==> config.mk <==
export PLATFORM = sky130hd
export DESIGN_NAME = sbrg_top
export DESIGN_NICKNAME = d
export VERILOG_FILES = /design/src/inc/sbrg_pkg.sv /design/src/hdl/sbrg_prescale.sv /design/src/hdl/sbrg_top.sv
export VERILOG_INCLUDE_DIRS = /design/src /design/src/inc
export SDC_FILE = /design/constraint.sdc
export NUM_CORES = 1
export LEC_CHECK = 0
export ABC_AREA = 0
export BUFFER_PORTS_ARGS = -buffer_cell sky130_fd_sc_hd__clkbuf_2
export CAP_MARGIN = 20
export CORE_MARGIN = 5
export CORE_UTILIZATION = 45
export CTS_BUF_LIST = sky130_fd_sc_hd__clkbuf_16
export DETAILED_ROUTE_END_ITERATION = 8
export HOLD_SLACK_MARGIN = 0.1
export PLACE_DENSITY = 0.66
export SLEW_MARGIN = 40
export SYNTH_ARGS = -nofsm -noshare
export SYNTH_HDL_FRONTEND = slang
export SYNTH_SLANG_ARGS = --single-unit
==> constraint.sdc <==
create_clock -name i_core_clk -period 7.64 [get_ports i_core_clk]
set_input_delay 0.382 -clock i_core_clk [delete_from_list [all_inputs] [get_ports i_core_clk]]
set_output_delay 0.382 -clock i_core_clk [all_outputs]
set_load 0.01 [all_outputs]
==> src/inc/sbrg_cfg.svh <==
// Register offsets, field positions, reset values and divider counts
`ifndef SBRG_CFG_SVH
`define SBRG_CFG_SVH

`define SBRG_ADDR_W          4
`define SBRG_OFS_BAUD_SEL    4'h0
`define SBRG_OFS_STATUS      4'h1
`define SBRG_RATE_SEL_LSB    0
`define SBRG_RATE_SEL_MSB    2
`define SBRG_PRE_SEL_LOW     4
`define SBRG_PRE_SEL_HIGH    5
`define SBRG_BAUD_SEL_RST    8'h00
`define SBRG_BAUD_SEL_MASK   8'h37
`define SBRG_PRE_DIV_CODE0   4'h1
`define SBRG_PRE_DIV_CODE1   4'h3
`define SBRG_PRE_DIV_CODE2   4'h4
`define SBRG_PRE_DIV_CODE3   4'hD
`define SBRG_PRE_CNT_W       4
`define SBRG_RATE_CNT_W      7
`define SBRG_FIXED_DIV       7'h40
`define SBRG_FIXED_CNT_W     6

`endif

==> src/inc/sbrg_pkg.sv <==
// Types shared by the baud rate generator
package sbrg_pkg;
	typedef logic [1:0] sbrg_pre_sel_t;
	typedef logic [2:0] sbrg_rate_sel_t;
	typedef enum logic [0:0] {
		SBRG_ST_RUN   = 1'b0,
		SBRG_ST_RELOAD = 1'b1
	} sbrg_state_t;
endpackage : sbrg_pkg

==> src/hdl/sbrg_prescale.sv <==
// Programmable prescaler: one enable pulse every n input enables
`timescale 1ns/100ps
`include "sbrg_cfg.svh"
module sbrg_prescale
	import sbrg_pkg::*;
(
	// Clock and reset
	input  wire logic                        i_core_clk,
	input  wire logic                        i_rst_n,
	// Control
	input  wire logic                        i_restart,
	input  wire logic                        i_en,
	input  wire logic [`SBRG_PRE_CNT_W-1:0]  i_div,
	// Output enable
	output logic                             o_tick
);
	typedef struct packed {
		logic [`SBRG_PRE_CNT_W-1:0] cnt;
		logic                       tick;
	} sbrg_pre_st_t;

	sbrg_pre_st_t st_reg;
	sbrg_pre_st_t st_next;

	always_comb begin
		st_next = st_reg;
		st_next.tick = 1'b0;
		if (i_restart) begin
			st_next.cnt = '0;
		end else if (i_en) begin
			if (st_reg.cnt >= i_div - 4'h1) begin
				st_next.cnt = '0;
				st_next.tick = 1'b1;
			end else begin
				st_next.cnt = st_reg.cnt + 4'h1;
			end
		end
	end

	always_ff @(posedge i_core_clk) begin
		if (!i_rst_n) begin
			st_reg <= '0;
		end else begin
			st_reg <= st_next;
		end
	end

	assign o_tick = st_reg.tick;
endmodule : sbrg_prescale

==> src/hdl/sbrg_top.sv <==
// Baud rate generator: register, prescaler and power-of-two divider chain
//
// Decided for this implementation: the plain strobed port and the register addresses.
`timescale 1ns/100ps
`include "sbrg_cfg.svh"
////////////////////////////////////////////////////////////////////////////////
// How it works
// - Rate code n divides by two to n
// - Rate field read/write, reset to zero
// - Baud equals clock over 64, prescale, rate
// - Chain runs from bus clock only
// - Prescaler codes give 1, 3, 4, 13
// - Reset clears prescaler field, divide one
// - One rate serves transmitter and receiver
module sbrg_top
	import sbrg_pkg::*;
(
	// Clock and reset
	input  wire logic                     i_core_clk,
	input  wire logic                     i_rst_n,
	// Register port
	input  wire logic [`SBRG_ADDR_W-1:0]  i_addr,
	input  wire logic [7:0]               i_wdata,
	input  wire logic                     i_wr,
	input  wire logic                     i_rd,
	output logic      [7:0]               o_rdata,
	// Ticks to transmitter and receiver
	output logic                          o_tx_tick,
	output logic                          o_rx_tick,
	output logic                          o_baud_tick
);
	typedef struct packed {
		sbrg_pre_sel_t                pre_sel;
		sbrg_rate_sel_t               rate_sel;
		logic [`SBRG_RATE_CNT_W-1:0]  rate_cnt;
		logic [`SBRG_FIXED_CNT_W-1:0] fix_cnt;
		logic                         os_tick;
		logic                         baud_tick;
		logic [7:0]                   rdata;
		logic                         restart;
		sbrg_state_t                  state;
		logic [10:0]                  gap_cnt;
		logic                         gap_armed;
	} sbrg_st_t;

	sbrg_st_t st_reg;
	sbrg_st_t st_next;

	logic [`SBRG_PRE_CNT_W-1:0]  pre_div;
	logic [`SBRG_RATE_CNT_W:0]   rate_div;
	logic [`SBRG_RATE_CNT_W-1:0] rate_last;
	logic [10:0]                 chk_pre;
	logic [10:0]                 chk_rate;
	logic [10:0]                 chk_period;
	logic                        pre_tick;
	logic [7:0]                  baud_sel_rd;

	////////////////////////////////////////////////////////////////////////////
	// Divisor decode
	always_comb begin
		case (st_reg.pre_sel)
			2'b00: pre_div = `SBRG_PRE_DIV_CODE0;
			2'b01: pre_div = `SBRG_PRE_DIV_CODE1;
			2'b10: pre_div = `SBRG_PRE_DIV_CODE2;
			2'b11: pre_div = `SBRG_PRE_DIV_CODE3;
			default: pre_div = `SBRG_PRE_DIV_CODE0;
		endcase
	end

	// One bit wider than the counter, since code 7 divides by 128
	assign rate_div = 8'h01 << st_reg.rate_sel;
	assign rate_last = 7'(rate_div - 8'h01);

	assign baud_sel_rd = {2'b00, st_reg.pre_sel, 1'b0, st_reg.rate_sel};

	////////////////////////////////////////////////////////////////////////////
	// Stage one: prescaler, enabled every bus clock
	sbrg_prescale u_pre (
		.i_core_clk (i_core_clk),
		.i_rst_n    (i_rst_n),
		.i_restart  (st_reg.restart),
		.i_en       (1'b1),
		.i_div      (pre_div),
		.o_tick     (pre_tick)
	);

	////////////////////////////////////////////////////////////////////////////
	// Register port and remaining chain
	always_comb begin
		st_next = st_reg;
		st_next.os_tick = 1'b0;
		st_next.baud_tick = 1'b0;
		st_next.restart = 1'b0;
		st_next.rdata = 8'h00;
		if (i_rd) begin
			case (i_addr)
				`SBRG_OFS_BAUD_SEL: st_next.rdata = baud_sel_rd;
				`SBRG_OFS_STATUS: st_next.rdata = 8'(st_reg.fix_cnt);
				default: st_next.rdata = 8'h00;
			endcase
		end
		case (st_reg.state)
			SBRG_ST_RUN: begin
				if (pre_tick) begin
					// Rate divider sits before the fixed /64, so ticks run at 64x baud
					if (st_reg.rate_cnt >= rate_last) begin
						st_next.rate_cnt = '0;
						st_next.os_tick = 1'b1;
						// Fixed stage counts ticks; its wrap marks one baud period
						st_next.fix_cnt = st_reg.fix_cnt + 6'h01;
						if (st_reg.fix_cnt == 6'h3F) begin
							st_next.baud_tick = 1'b1;
						end
					end else begin
						st_next.rate_cnt = st_reg.rate_cnt + 7'h01;
					end
				end
			end
			SBRG_ST_RELOAD: begin
				// Fresh start avoids one odd-length period after a rate change
				st_next.rate_cnt = '0;
				st_next.fix_cnt = '0;
				st_next.state = SBRG_ST_RUN;
			end
			default: st_next.state = SBRG_ST_RUN;
		endcase
		// Spacing monitor for the checks; ticks of a stale setting never arm it
		if (st_reg.os_tick) begin
			st_next.gap_cnt = 11'h001;
			st_next.gap_armed = (st_reg.state == SBRG_ST_RUN);
		end else if (st_reg.gap_cnt != 11'h7FF) begin
			st_next.gap_cnt = st_reg.gap_cnt + 11'h001;
		end
		if (i_wr && i_addr == `SBRG_OFS_BAUD_SEL) begin
			st_next.gap_armed = 1'b0;
			st_next.rate_sel = i_wdata[`SBRG_RATE_SEL_MSB:`SBRG_RATE_SEL_LSB];
			st_next.pre_sel = {i_wdata[`SBRG_PRE_SEL_HIGH], i_wdata[`SBRG_PRE_SEL_LOW]};
			st_next.restart = 1'b1;
			st_next.state = SBRG_ST_RELOAD;
		end
	end

	always_ff @(posedge i_core_clk) begin
		if (!i_rst_n) begin
			st_reg <= '0;
		end else begin
			st_reg <= st_next;
		end
	end

	////////////////////////////////////////////////////////////////////////////
	// Outputs
	assign o_rdata = st_reg.rdata;
	assign o_tx_tick = st_reg.os_tick;
	assign o_rx_tick = st_reg.os_tick;
	assign o_baud_tick = st_reg.baud_tick;

	////////////////////////////////////////////////////////////////////////////
	// Checks
	a_tick_single: assert property (@(posedge i_core_clk) disable iff (!i_rst_n)
		(st_reg.os_tick && (st_reg.pre_sel != 2'b00 || st_reg.rate_sel != 3'h0))
		|=> !st_reg.os_tick)
		else $error("oversample tick longer than one cycle");

	a_div1_rate: assert property (@(posedge i_core_clk) disable iff (!i_rst_n)
		(st_reg.os_tick && st_reg.pre_sel == 2'b00 && st_reg.rate_sel == 3'h0 && !i_wr
		&& st_reg.state == SBRG_ST_RUN)
		|=> st_reg.os_tick)
		else $error("divide-by-one tick missed");

	a_pre_three: assert property (@(posedge i_core_clk) disable iff (!i_rst_n)
		(st_reg.os_tick && st_reg.pre_sel == 2'b01 && st_reg.rate_sel == 3'h0)
		|=> !st_reg.os_tick ##1 !st_reg.os_tick)
		else $error("prescale by three too fast");

	a_rate_two: assert property (@(posedge i_core_clk) disable iff (!i_rst_n)
		(st_reg.os_tick && st_reg.pre_sel == 2'b00 && st_reg.rate_sel == 3'h1 && !i_wr
		&& st_reg.state == SBRG_ST_RUN)
		|=> !st_reg.os_tick ##1 st_reg.os_tick)
		else $error("rate divide by two wrong");

	a_reg_write: assert property (@(posedge i_core_clk) disable iff (!i_rst_n)
		(i_wr && i_addr == `SBRG_OFS_BAUD_SEL) |=> st_reg.rate_sel == $past(i_wdata[2:0]))
		else $error("rate field not written");

	a_pre_write: assert property (@(posedge i_core_clk) disable iff (!i_rst_n)
		(i_wr && i_addr == `SBRG_OFS_BAUD_SEL) |=> st_reg.pre_sel == $past(i_wdata[5:4]))
		else $error("prescaler field not written");

	a_read_back: assert property (@(posedge i_core_clk) disable iff (!i_rst_n)
		(i_rd && !i_wr && i_addr == `SBRG_OFS_BAUD_SEL) |=> o_rdata == $past(baud_sel_rd))
		else $error("baud select read back wrong");

	a_same_ticks: assert property (@(posedge i_core_clk) disable iff (!i_rst_n)
		o_tx_tick == o_rx_tick)
		else $error("transmit and receive ticks differ");

	a_baud_once: assert property (@(posedge i_core_clk) disable iff (!i_rst_n)
		st_reg.baud_tick |-> $past(st_reg.fix_cnt) == 6'h3F)
		else $error("baud tick not at end of fixed stage");

	////////////////////////////////////////////////////////////////////////////
	// Expected tick spacing, decoded apart from the chain
	always_comb begin
		case (st_reg.pre_sel)
			2'b00: chk_pre = {7'h00, `SBRG_PRE_DIV_CODE0};
			2'b01: chk_pre = {7'h00, `SBRG_PRE_DIV_CODE1};
			2'b10: chk_pre = {7'h00, `SBRG_PRE_DIV_CODE2};
			2'b11: chk_pre = {7'h00, `SBRG_PRE_DIV_CODE3};
			default: chk_pre = {7'h00, `SBRG_PRE_DIV_CODE0};
		endcase
	end

	assign chk_rate = 11'h001 << st_reg.rate_sel;
	assign chk_period = 11'(chk_pre * chk_rate);

	a_tick_spacing: assert property (@(posedge i_core_clk) disable iff (!i_rst_n)
		(st_reg.os_tick && st_reg.gap_armed) |-> st_reg.gap_cnt == chk_period)
		else $error("tick spacing differs from prescale times rate");

	a_reset_clear: assert property (@(posedge i_core_clk)
		!i_rst_n |=> baud_sel_rd == `SBRG_BAUD_SEL_RST)
		else $error("select fields not cleared by reset");

	a_rdata_idle: assert property (@(posedge i_core_clk) disable iff (!i_rst_n)
		!i_rd |=> o_rdata == 8'h00)
		else $error("read data outside a read cycle");

	a_baud_on_tick: assert property (@(posedge i_core_clk) disable iff (!i_rst_n)
		st_reg.baud_tick |-> st_reg.os_tick)
		else $error("baud tick without oversample tick");

	a_write_restart: assert property (@(posedge i_core_clk) disable iff (!i_rst_n)
		(i_wr && i_addr == `SBRG_OFS_BAUD_SEL)
		|=> (st_reg.state == SBRG_ST_RELOAD && st_reg.restart))
		else $error("write did not restart the chain");

	a_reload_quiet: assert property (@(posedge i_core_clk) disable iff (!i_rst_n)
		st_reg.state == SBRG_ST_RELOAD |=> (!st_reg.os_tick && st_reg.rate_cnt == 7'h00))
		else $error("tick during chain reload");
endmodule : sbrg_top

==> impl_metrics.py, run 1 <==
metrics = {
    "run_status": {
        "status": "finished clean",
    },
    "pwr": {
        "p_per_area_nw_per_um2": 215,
        "p_seq_share_pct": 41.1,
        "switchingPower_mw": 0.0898,
        "pwr-share-comb_pct": 7.5,
        "p_int_mw": 0.336,
        "ir_drop_mv": 0.101,
        "pwr-share-clk_pct": 51.3,
        "p_sw_share_pct": 21.1,
        "power_leakage_nw": 0.783,
    },
    "sta": {
        "relSlewSlack_pct": 54.4,
        "timing.final.crit_share_pct": 40.3,
        "tns_ns": 0,
        "maxSlewViolCount": 0,
        "min_period_ns": 3.08,
        "hold_viol": 0,
        "worst_pin_slew_ns": 0.683,
        "setup_slack_ns": 4.56,
        "fmax_mhz": 325,
        "clock-skew-final_ns": 0.00375,
        "finalSetupViolCount": 0,
        "rsz0062_at_grt": "false",
    },
    "clocking": {
        "cts_hold_buf": 0,
        "clock_path_buffers": 2,
        "clockRootBuffer": "clkbuf_16",
        "path_clk_slew_ns": 0.05,
        "cts_setup_buffers": 0,
        "h-tree-depth": 2,
        "postCtsResizedCells": 0,
        "clk_latency_ns": 0.27,
        "cts.sinks": 32,
        "cts-buffers-inserted": 5,
        "cts_tree": "done",
    },
    "logic_synthesis": {
        "ys_seq_elements": 32,
        "syn_avg_cell_area_sq_um": 8.47,
        "ys_async_sr_fraction_pct": 0,
        "synthAdderAreaFrac_pct": 12.2,
        "ys_types": 39,
        "synth_compound_area_share_pct": 16.5,
        "synth_top_family_by_area": "simple AND/OR/NAND/NOR gates",
        "synth_edf_count": 0,
        "syn-cell-area_sq_um": 1740,
        "synthMuxAreaShare_pct": 0,
        "synthCells": 206,
        "ys.flop_type": "dfxtp_1",
        "ys_warn_count": 0,
        "synth-xor-area-share_pct": 2.01,
        "synth_top_area_cell": "dfxtp_1",
        "yosysTopAreaCellShare_pct": 36.7,
        "netlist_top_cells_area": "dfxtp_1, ha_1, nand3_1",
        "ys_seq_area_share_pct": 36.7,
        "yosys.area_share.simple_pct": 24.0,
    },
    "floorplanning": {
        "fp.dieH_um": 72.3,
        "ios": 27,
        "die_area_sq_um": 5220,
        "initial_core_util_pct": 46.9,
        "rows": 22,
        "design.core.area_sq_um": 3720,
        "fp.dieW_um": 72.3,
    },
    "worst_setup_path": {
        "crit_type": "flip-flop to flip-flop",
        "crit_arrival_ns": 3.27,
        "required_ns": 7.83,
        "crit_path_start_kind": "flip-flop",
        "end_kind": "flip-flop",
        "path_max_fanout": 17,
        "slowest_delay_ns": 0.50,
        "path_buf_inv": 1,
        "cp_cell_sequence": "or3_1 -> ha_1 -> nor3_1 -> a21oi_1 -> o21a_1 -> ha_1 -> nand4_1 -> nor2_1 -> a211oi_4 -> buf_6 -> or4_1 -> a21oi_1",
        "cp_top_family": "simple AND/OR/NAND/NOR gates",
        "regToRegSetupSlack_ns": 4.56,
        "crit_slowest_cell": "or4_1",
    },
    "route": {
        "drc": 0,
        "ant_nets": 0,
        "num_vias": 1403,
        "routed_wl_um": 3160,
        "via_per_inst": 5.24,
        "wl_per_cell_um": 11.8,
        "first_iter_violations": 90,
        "dr.pass1.iters": 4,
    },
    "global_route": {
        "first_global_vias": 1256,
        "grt_usage_pct": 13.1,
        "use_met3_pct": 4.71,
        "grt-busiest-layer": "met2",
        "grtUsageMet2_pct": 19.7,
        "grt_overflow_total": 0,
        "grt_pass1_wl_um": 5420,
        "antenna_found_initial": 0,
        "grt_max_degree": 26,
        "met1_usage_pct": 17.0,
    },
    "place": {
        "io_buffers": 21,
        "preCtsSetupSlack_ns": 4.41,
        "globalplace.congestion": 0.716,
        "hpwl_um": 2240,
    },
    "cells_and_area": {
        "area_growth_pct": 13.6,
        "largest_reg_flops": 14,
        "diodes": 0,
        "mostFrequentLayoutCell": "dfxtp_1",
        "drive_gt1_share_pct": 17.7,
        "final_nets": 252,
        "mostFrequentLayoutCells": "dfxtp_1, clkbuf_2, nor2_1, nand2_1, ha_1",
    },
    "run": {
        "maxCapViolations": 0,
    },
    "worst_hold_path": {
        "hp-class": "input port to flip-flop",
    },
}
-- power groups by stage --
stage	combinational (mW)	clock (mW)	sequential, mW
2_1_floorplan	0.0271	0	0.176
3_3_place_gp	0.0293	0	0.178
3_5_place_dp	0.0300	0	0.178
4_1_cts	0.0302	0.225	0.175
5_1_grt	0.0358	0.230	0.175
6_report	0.0320	0.218	0.175
-- stage by stage --
step,instances,hold slack [ns],area [sq um],power [mW],utilization (%)
global route,268,0.372,1980,0.441,53.3
detailed placement,259,0.451,1810,0.208,48.6
finish,268,0.353,1980,0.425,53.3
floorplan,207,0.430,1750,0.204,-
global placement,259,0.445,1800,0.208,48.5
CTS,267,0.351,1970,0.430,53.0
-- cells in the mapped netlist, drive strengths merged, types with 2 or more instances --
cell and instances:
a31oi 4, nand4 4, a21oi 14, clkbuf 6, a211o 2, xor2 2, xnor2 2, nor2b 3
inv 7, o21ai 7, ha 17, a21boi 5, a21o 2, nand3 16, nor3 2, dfxtp 32
or2 2, or3 5, a211oi 2, nor2 20, nand2b 3, buf 12, nand2 20, a22oi 5
nor4 2
-- layer usage --
metal / part of all wire [%] / vias up
met4: 1.8 / 0
met3: 5.8 / 5
met5: 0 / -
li1: - / 739
met2: 43 / 39
met1: 50 / 620
-- final timing paths --
path	start	end	cells after the start
min	i_wdata[5]	baud_sel_rd[5]	3
max	baud_sel_rd[2]	st_reg[29]	12
min reg2reg	u_pre.st_reg[1]	u_pre.st_reg[1]	1
max reg2reg	baud_sel_rd[2]	st_reg[29]	12
-- final cells by class --
class / instances / area [sq um]
fillers: 355 / 1730
multi-input cells: 150 / 967
flip-flops and latches: 32 / 641
clock buffers: 5 / 125
repair buffers: 23 / 124
well taps: 48 / 60.1
clock inverters: 3 / 38.8
inverters: 7 / 26.3
-- worst min-delay path, cell delays in order --
cell and delay [ns]:
clkbuf_2 0.08, nand3_1 0.05, a21boi_0 0.07
-- cell families after synthesis --
kind of cell,count (synthesis)
simple gates,83
compound gates,44
flops,32
buf+inv,25
fa+ha+maj,17
xor+xnor,4
other cells,1
Note: power is estimated with default switching activity, not from simulation.
==> run 2: changes to the inputs <==
- clock period: 7.64 -> 3.2 ns (I/O delays scaled with it)
==> impl_metrics.py, run 2 (synthesis gave the netlist of run 1 again) <==
metrics = {
    "run_status": {
        "status": "finished clean",
    },
    "floorplanning": {
        "fp.dieH_um": 72.3,
        "design.core.area_sq_um": 3720,
        "fp.dieW_um": 72.3,
        "ios": 27,
        "initial_core_util_pct": 46.9,
        "die_area_sq_um": 5220,
        "rows": 22,
    },
    "cells_and_area": {
        "largest_reg_flops": 14,
        "regArea_sq_um": 641,
        "area_growth_pct": 12.7,
        "final_core_util_pct": 52.9,
        "mostFrequentLayoutCells": "dfxtp_1, clkbuf_2, nor2_1, nand2_1",
        "final_nets": 254,
        "n_fill_cell": 376,
        "diodes": 0,
        "mostFrequentLayoutCell": "dfxtp_1",
        "drive_gt1_share_pct": 18.6,
        "multi_input_area_sq_um": 970,
    },
    "worst_setup_path": {
        "crit_path_start_kind": "flip-flop",
        "rr_endpoint": "st_reg[29]",
        "path_buf_inv": 1,
        "crit_slowest_cell": "or4_1",
        "cp_cell_sequence": "or3_1 -> ha_2 -> nor3_1 -> a21oi_1 -> o21a_1 -> ha_1 -> nand4_1 -> nor2_1 -> a211oi_4 -> buf_4 -> or4_1 -> a21oi_1",
        "crit_path_end": "st_reg[29]",
        "cp.depth": 12,
        "required_ns": 3.39,
        "end_kind": "flip-flop",
        "rr_startpoint": "baud_sel_rd[1]",
        "crit_path_start": "baud_sel_rd[1]",
        "crit_arrival_ns": 3.12,
        "path_max_fanout": 14,
        "crit_type": "flip-flop to flip-flop",
        "cp_top_family": "simple AND/OR/NAND/NOR gates",
        "crit_top_cell": "a21oi_1",
        "slowest_delay_ns": 0.50,
        "reg2reg_depth": 12,
        "regToRegSetupSlack_ns": 0.27,
    },
    "sta": {
        "clock-skew-final_ns": 0.00304,
        "relSlewSlack_pct": 55.8,
        "worst_pin_slew_ns": 0.663,
        "hold_viol": 0,
        "maxSlewViolCount": 0,
        "finalSetupViolCount": 0,
        "setup_slack_ns": 0.274,
        "min_period_ns": 2.93,
        "hold_slack_ns": 0.129,
        "timing.final.crit_share_pct": 91.4,
        "fmax_mhz": 342,
    },
    "place": {
        "globalplace.congestion": 0.730,
        "hpwl_um": 2360,
        "preCtsSetupSlack_ns": 0.203,
        "io_buffers": 21,
    },
    "global_route": {
        "grt_usage_pct": 13.6,
        "first_global_vias": 1297,
        "antenna_found_initial": 0,
        "grt_pass1_wl_um": 5610,
        "grt_max_degree": 18,
        "grt_overflow_total": 0,
    },
    "clocking": {
        "h-tree-depth": 2,
        "path_clk_slew_ns": 0.05,
        "cts-buffers-inserted": 5,
        "clock_path_buffers": 2,
        "cts_tree": "done",
        "cts_hold_buf": 0,
        "cts.sinks": 32,
        "clk_latency_ns": 0.27,
        "clockRootBuffer": "clkbuf_16",
    },
    "pwr": {
        "p_per_area_nw_per_um2": 473,
        "pwr-share-clk_pct": 46.6,
        "p_sw_share_pct": 22.6,
        "p_int_mw": 0.719,
        "ir_drop_mv": 0.251,
        "pwr-share-comb_pct": 8.4,
        "switchingPower_mw": 0.210,
        "p_seq_share_pct": 45.0,
        "power_leakage_nw": 0.778,
    },
    "route": {
        "num_vias": 1381,
        "first_iter_violations": 97,
        "wl_per_cell_um": 12.0,
        "via_per_inst": 5.13,
        "ant_nets": 0,
        "dr.pass1.iters": 4,
        "drc": 0,
        "routed_wl_um": 3220,
    },
    "run": {
        "maxCapViolations": 0,
    },
    "worst_hold_path": {
        "hp-class": "input port to flip-flop",
    },
}
==> run 2: cell types whose count changed in the layout (fill, tap and decap cells not counted) <==
cell	change
ha_2	+1
buf_6	-1
buf_4	+3
bufinv_16	-1
ha_1	-1
==> run 2: worst min path at each step <==
stage / start / cells after the start / endpoint / slack (ns)
after global routing: i_wdata[5] / 3 / baud_sel_rd[5] / 0.15
after global placement: i_wdata[5] / 3 / baud_sel_rd[5] / 0.41
final: i_wdata[4] / 3 / baud_sel_rd[4] / 0.13
after CTS: i_wdata[5] / 3 / baud_sel_rd[5] / 0.13
after floorplan: i_rst_n / 1 / st_reg[13] / 0.31
after detailed placement: i_wdata[0] / 3 / baud_sel_rd[0] / 0.41
==> run 2: worst register-to-register path, stage by stage (launching register included) <==
cell      delay (ns)
dfxtp_1         0.36
or3_1           0.42
ha_2            0.24
nor3_1          0.15
a21oi_1         0.06
o21a_1          0.17
ha_1            0.28
nand4_1         0.08
nor2_1          0.19
a211oi_4        0.08
buf_4           0.18
or4_1           0.50
a21oi_1         0.15
==> run 2: what timing repair did <==
action,in CTS,in global routing
endpoints found under the setup margin,0,8
buffers inserted,0,0
gates resized for setup,0,1
==> run 2: area by class of cell <==
type	count	area share (%)
Inverter	7	1.34
Clock buffer	5	6.37
Tap cell	48	3.06
Sequential cell	32	32.6
Timing Repair Buffer	25	6.87
Multi-Input combinational cell	150	49.3
Clock inverter	2	0.446
==> run 2: power by group through the flow <==
stage	sequential (mW)	clock, mW	combinational (mW)
6_report	0.418	0.433	0.0784
3_3_place_gp	0.426	0	0.0772
3_5_place_dp	0.426	0	0.0794
4_1_cts	0.418	0.448	0.0792
5_1_grt	0.419	0.465	0.0876
2_1_floorplan	0.421	0	0.0647
==> run 2: routing by layer <==
| metal | global-route usage, % | vias up | share of wire (%) |
|---|---|---|---|
| li1 | - | 741 | - |
| met1 | 16.6 | 610 | 49 |
| met2 | 21.9 | 25 | 44 |
| met3 | 4.71 | 5 | 5.2 |
| met4 | 5.01 | 0 | 1.6 |
| met5 | 0 | - | 0 |
==> run 2: metrics by stage <==
step                      cells  setup TNS, ns  cell area (sq um)  power [mW]
final                       269              0               1970       0.929
after global routing        269      -0.000395               1970       0.972
after CTS                   269              0               1960       0.945
after detailed placement    262              0               1830       0.505
after global placement      262              0               1820       0.503
after floorplan             207              0               1750       0.486
==> run 3: changes to the inputs <==
- PLACE_DENSITY: 0.66 -> 0.65
- SYNTH_HIERARCHICAL: not set -> 1
==> impl_metrics.py, run 3 <==
metrics = {
    "route": {
        "drc": 0,
        "ant_nets": 0,
        "via_per_inst": 5.21,
        "routed_wl_um": 3450,
        "first_iter_violations": 96,
        "wl_per_cell_um": 12.3,
        "num_vias": 1459,
        "dr.pass1.iters": 4,
    },
    "clocking": {
        "path_clk_slew_ns": 0.05,
        "h-tree-depth": 2,
        "clock_path_buffers": 2,
        "cts-buffers-inserted": 5,
        "cts_hold_buf": 0,
        "cts_tree": "done",
        "cts.sinks": 32,
        "cts_setup_buffers": 0,
        "clk_latency_ns": 0.27,
        "clockRootBuffer": "clkbuf_16",
        "postCtsResizedCells": 0,
    },
    "floorplanning": {
        "fp.dieH_um": 73.1,
        "design.core.area_sq_um": 3910,
        "die_area_sq_um": 5340,
        "initial_core_util_pct": 45.7,
        "ios": 27,
        "fp.dieW_um": 73.1,
        "rows": 23,
    },
    "run": {
        "maxCapViolations": 0,
    },
    "worst_setup_path": {
        "path_max_fanout": 24,
        "end_kind": "flip-flop",
        "required_ns": 3.39,
        "crit_path_start_kind": "flip-flop",
        "crit_type": "flip-flop to flip-flop",
        "crit_arrival_ns": 2.58,
    },
    "pwr": {
        "ir_drop_mv": 0.257,
        "p_total_mw": 0.914,
        "power_leakage_nw": 0.801,
        "p_per_area_nw_per_um2": 452,
    },
    "logic_synthesis": {
        "ys.flop_type": "dfxtp_1",
        "ys_seq_area_share_pct": 35.8,
        "syn_avg_cell_area_sq_um": 8.48,
        "synth_edf_count": 0,
        "synthTopCellsByCount": "dfxtp_1, nand2_1, nand3_1",
        "synthCells": 211,
        "synth_top_area_cell": "dfxtp_1",
        "syn-cell-area_sq_um": 1790,
        "ys_async_sr_fraction_pct": 0,
        "yosysTopAreaCellShare_pct": 35.8,
        "ys_seq_elements": 32,
        "ys_warn_count": 6,
        "ys_types": 40,
        "netlist_top_cells_area": "dfxtp_1, ha_1, nand3_1",
        "yosysMostFrequentCell": "dfxtp_1",
    },
    "sta": {
        "min_period_ns": 2.40,
        "tns_ns": 0,
        "hold_slack_ns": 0.131,
        "relSlewSlack_pct": 63.1,
        "clock-skew-final_ns": 0.00438,
        "setup_slack_ns": 0.804,
        "finalSetupViolCount": 0,
        "maxSlewViolCount": 0,
        "worst_pin_slew_ns": 0.553,
        "hold_viol": 0,
        "rsz0062_at_grt": "false",
        "fmax_mhz": 417,
        "timing.final.crit_share_pct": 74.9,
    },
    "cells_and_area": {
        "mostFrequentLayoutCells": "dfxtp_1, nand2_1, clkbuf_2",
        "drive_gt1_share_pct": 16.1,
        "largest_reg_flops": 14,
        "final_nets": 260,
        "diodes": 0,
        "n_fill_cell": 379,
        "area_growth_pct": 13.1,
        "mostFrequentLayoutCell": "dfxtp_1",
    },
    "global_route": {
        "grt_usage_pct": 13.9,
        "first_global_vias": 1296,
        "grt_pass1_wl_um": 5840,
        "grt_max_degree": 25,
        "antenna_found_initial": 0,
        "grt_overflow_total": 0,
    },
    "place": {
        "hpwl_um": 2460,
        "globalplace.congestion": 0.738,
        "io_buffers": 21,
        "preCtsSetupSlack_ns": 0.818,
    },
    "run_status": {
        "status": "finished clean",
    },
    "worst_hold_path": {
        "hp-class": "input port to flip-flop",
    },
}
run 3: cell count changes after synthesis, sizes merged, moves of 2 or more:
| cell | before | now |
|---|---|---|
| nand4b | 0 | 2 |
| ha | 17 | 15 |
| a21o | 2 | 0 |
| nor2 | 20 | 15 |
| o211ai | 1 | 3 |
| nand2b | 3 | 6 |
| nor2b | 3 | 5 |
run 3: cell families after synthesis:
logic type               count (synthesis)  share of synthesized area, %
other                                    2                         0.420
buffers and inverters                   24                          8.04
AO/OA/AOI/OAI                           45                          17.0
AND/OR/NAND/NOR                         90                          26.8
adder cells (fa/ha/maj)                 15                          10.5
XOR/XNOR                                 3                          1.47
flip-flops                              32                          35.8
run 3: critical path: stages, from the launching register on:
cell and delay, ns:
dfxtp_1 0.40, or3_1 0.41, ha_1 0.27, nand2b_4 0.13, a211o_1 0.30, a211oi_2 0.21
buf_4 0.27, nand4b_1 0.13, a31oi_1 0.19
run 3: power by group:
part           switching, mW  internal, mW
sequential           0.00826         0.403
combinational         0.0298        0.0195
clock                  0.168         0.286
run 3: per-layer routing:
layer / global-route usage [%] / vias to the layer above / share of wire, %
met1: 18.9 / 657 / 49
li1: - / 778 / -
met2: 21.2 / 20 / 45
met4: 4.92 / 0 / 1.1
met5: 0 / - / 0
met3: 3.72 / 4 / 4.9
run 3: worst paths after layout:
kind                                     start  cells past startpoint  slack (ns)        endpoint
worst max-delay path            baud_sel_rd[2]                      8        0.80      st_reg[33]
worst min-delay path                i_wdata[4]                      3        0.13  baud_sel_rd[4]
worst max register to register  baud_sel_rd[2]                      8        0.80      st_reg[33]
worst min register to register      st_reg[29]                      2        0.49     o_baud_tick
run 3: layout make-up:
cell class | count | area [sq um] | area share [%]
Multi-Input combinational cell | 160 | 1030 | 50.9
Sequential cell | 32 | 641 | 31.7
Clock buffer | 5 | 125 | 6.18
Timing Repair Buffer | 23 | 120 | 5.94
Tap cell | 50 | 62.6 | 3.09
Inverter | 7 | 26.3 | 1.30
Clock inverter | 3 | 18.8 | 0.928
run 3: stage by stage:
stage          cell area [sq um]  utilization [%]  instances
6_report                    2020             51.7        280
4_1_cts                     2020             51.7        280
5_1_grt                     2020             51.7        280
2_1_floorplan               1810                -        216
3_3_place_gp                1870             47.9        272
3_5_place_dp                1880             48.0        272
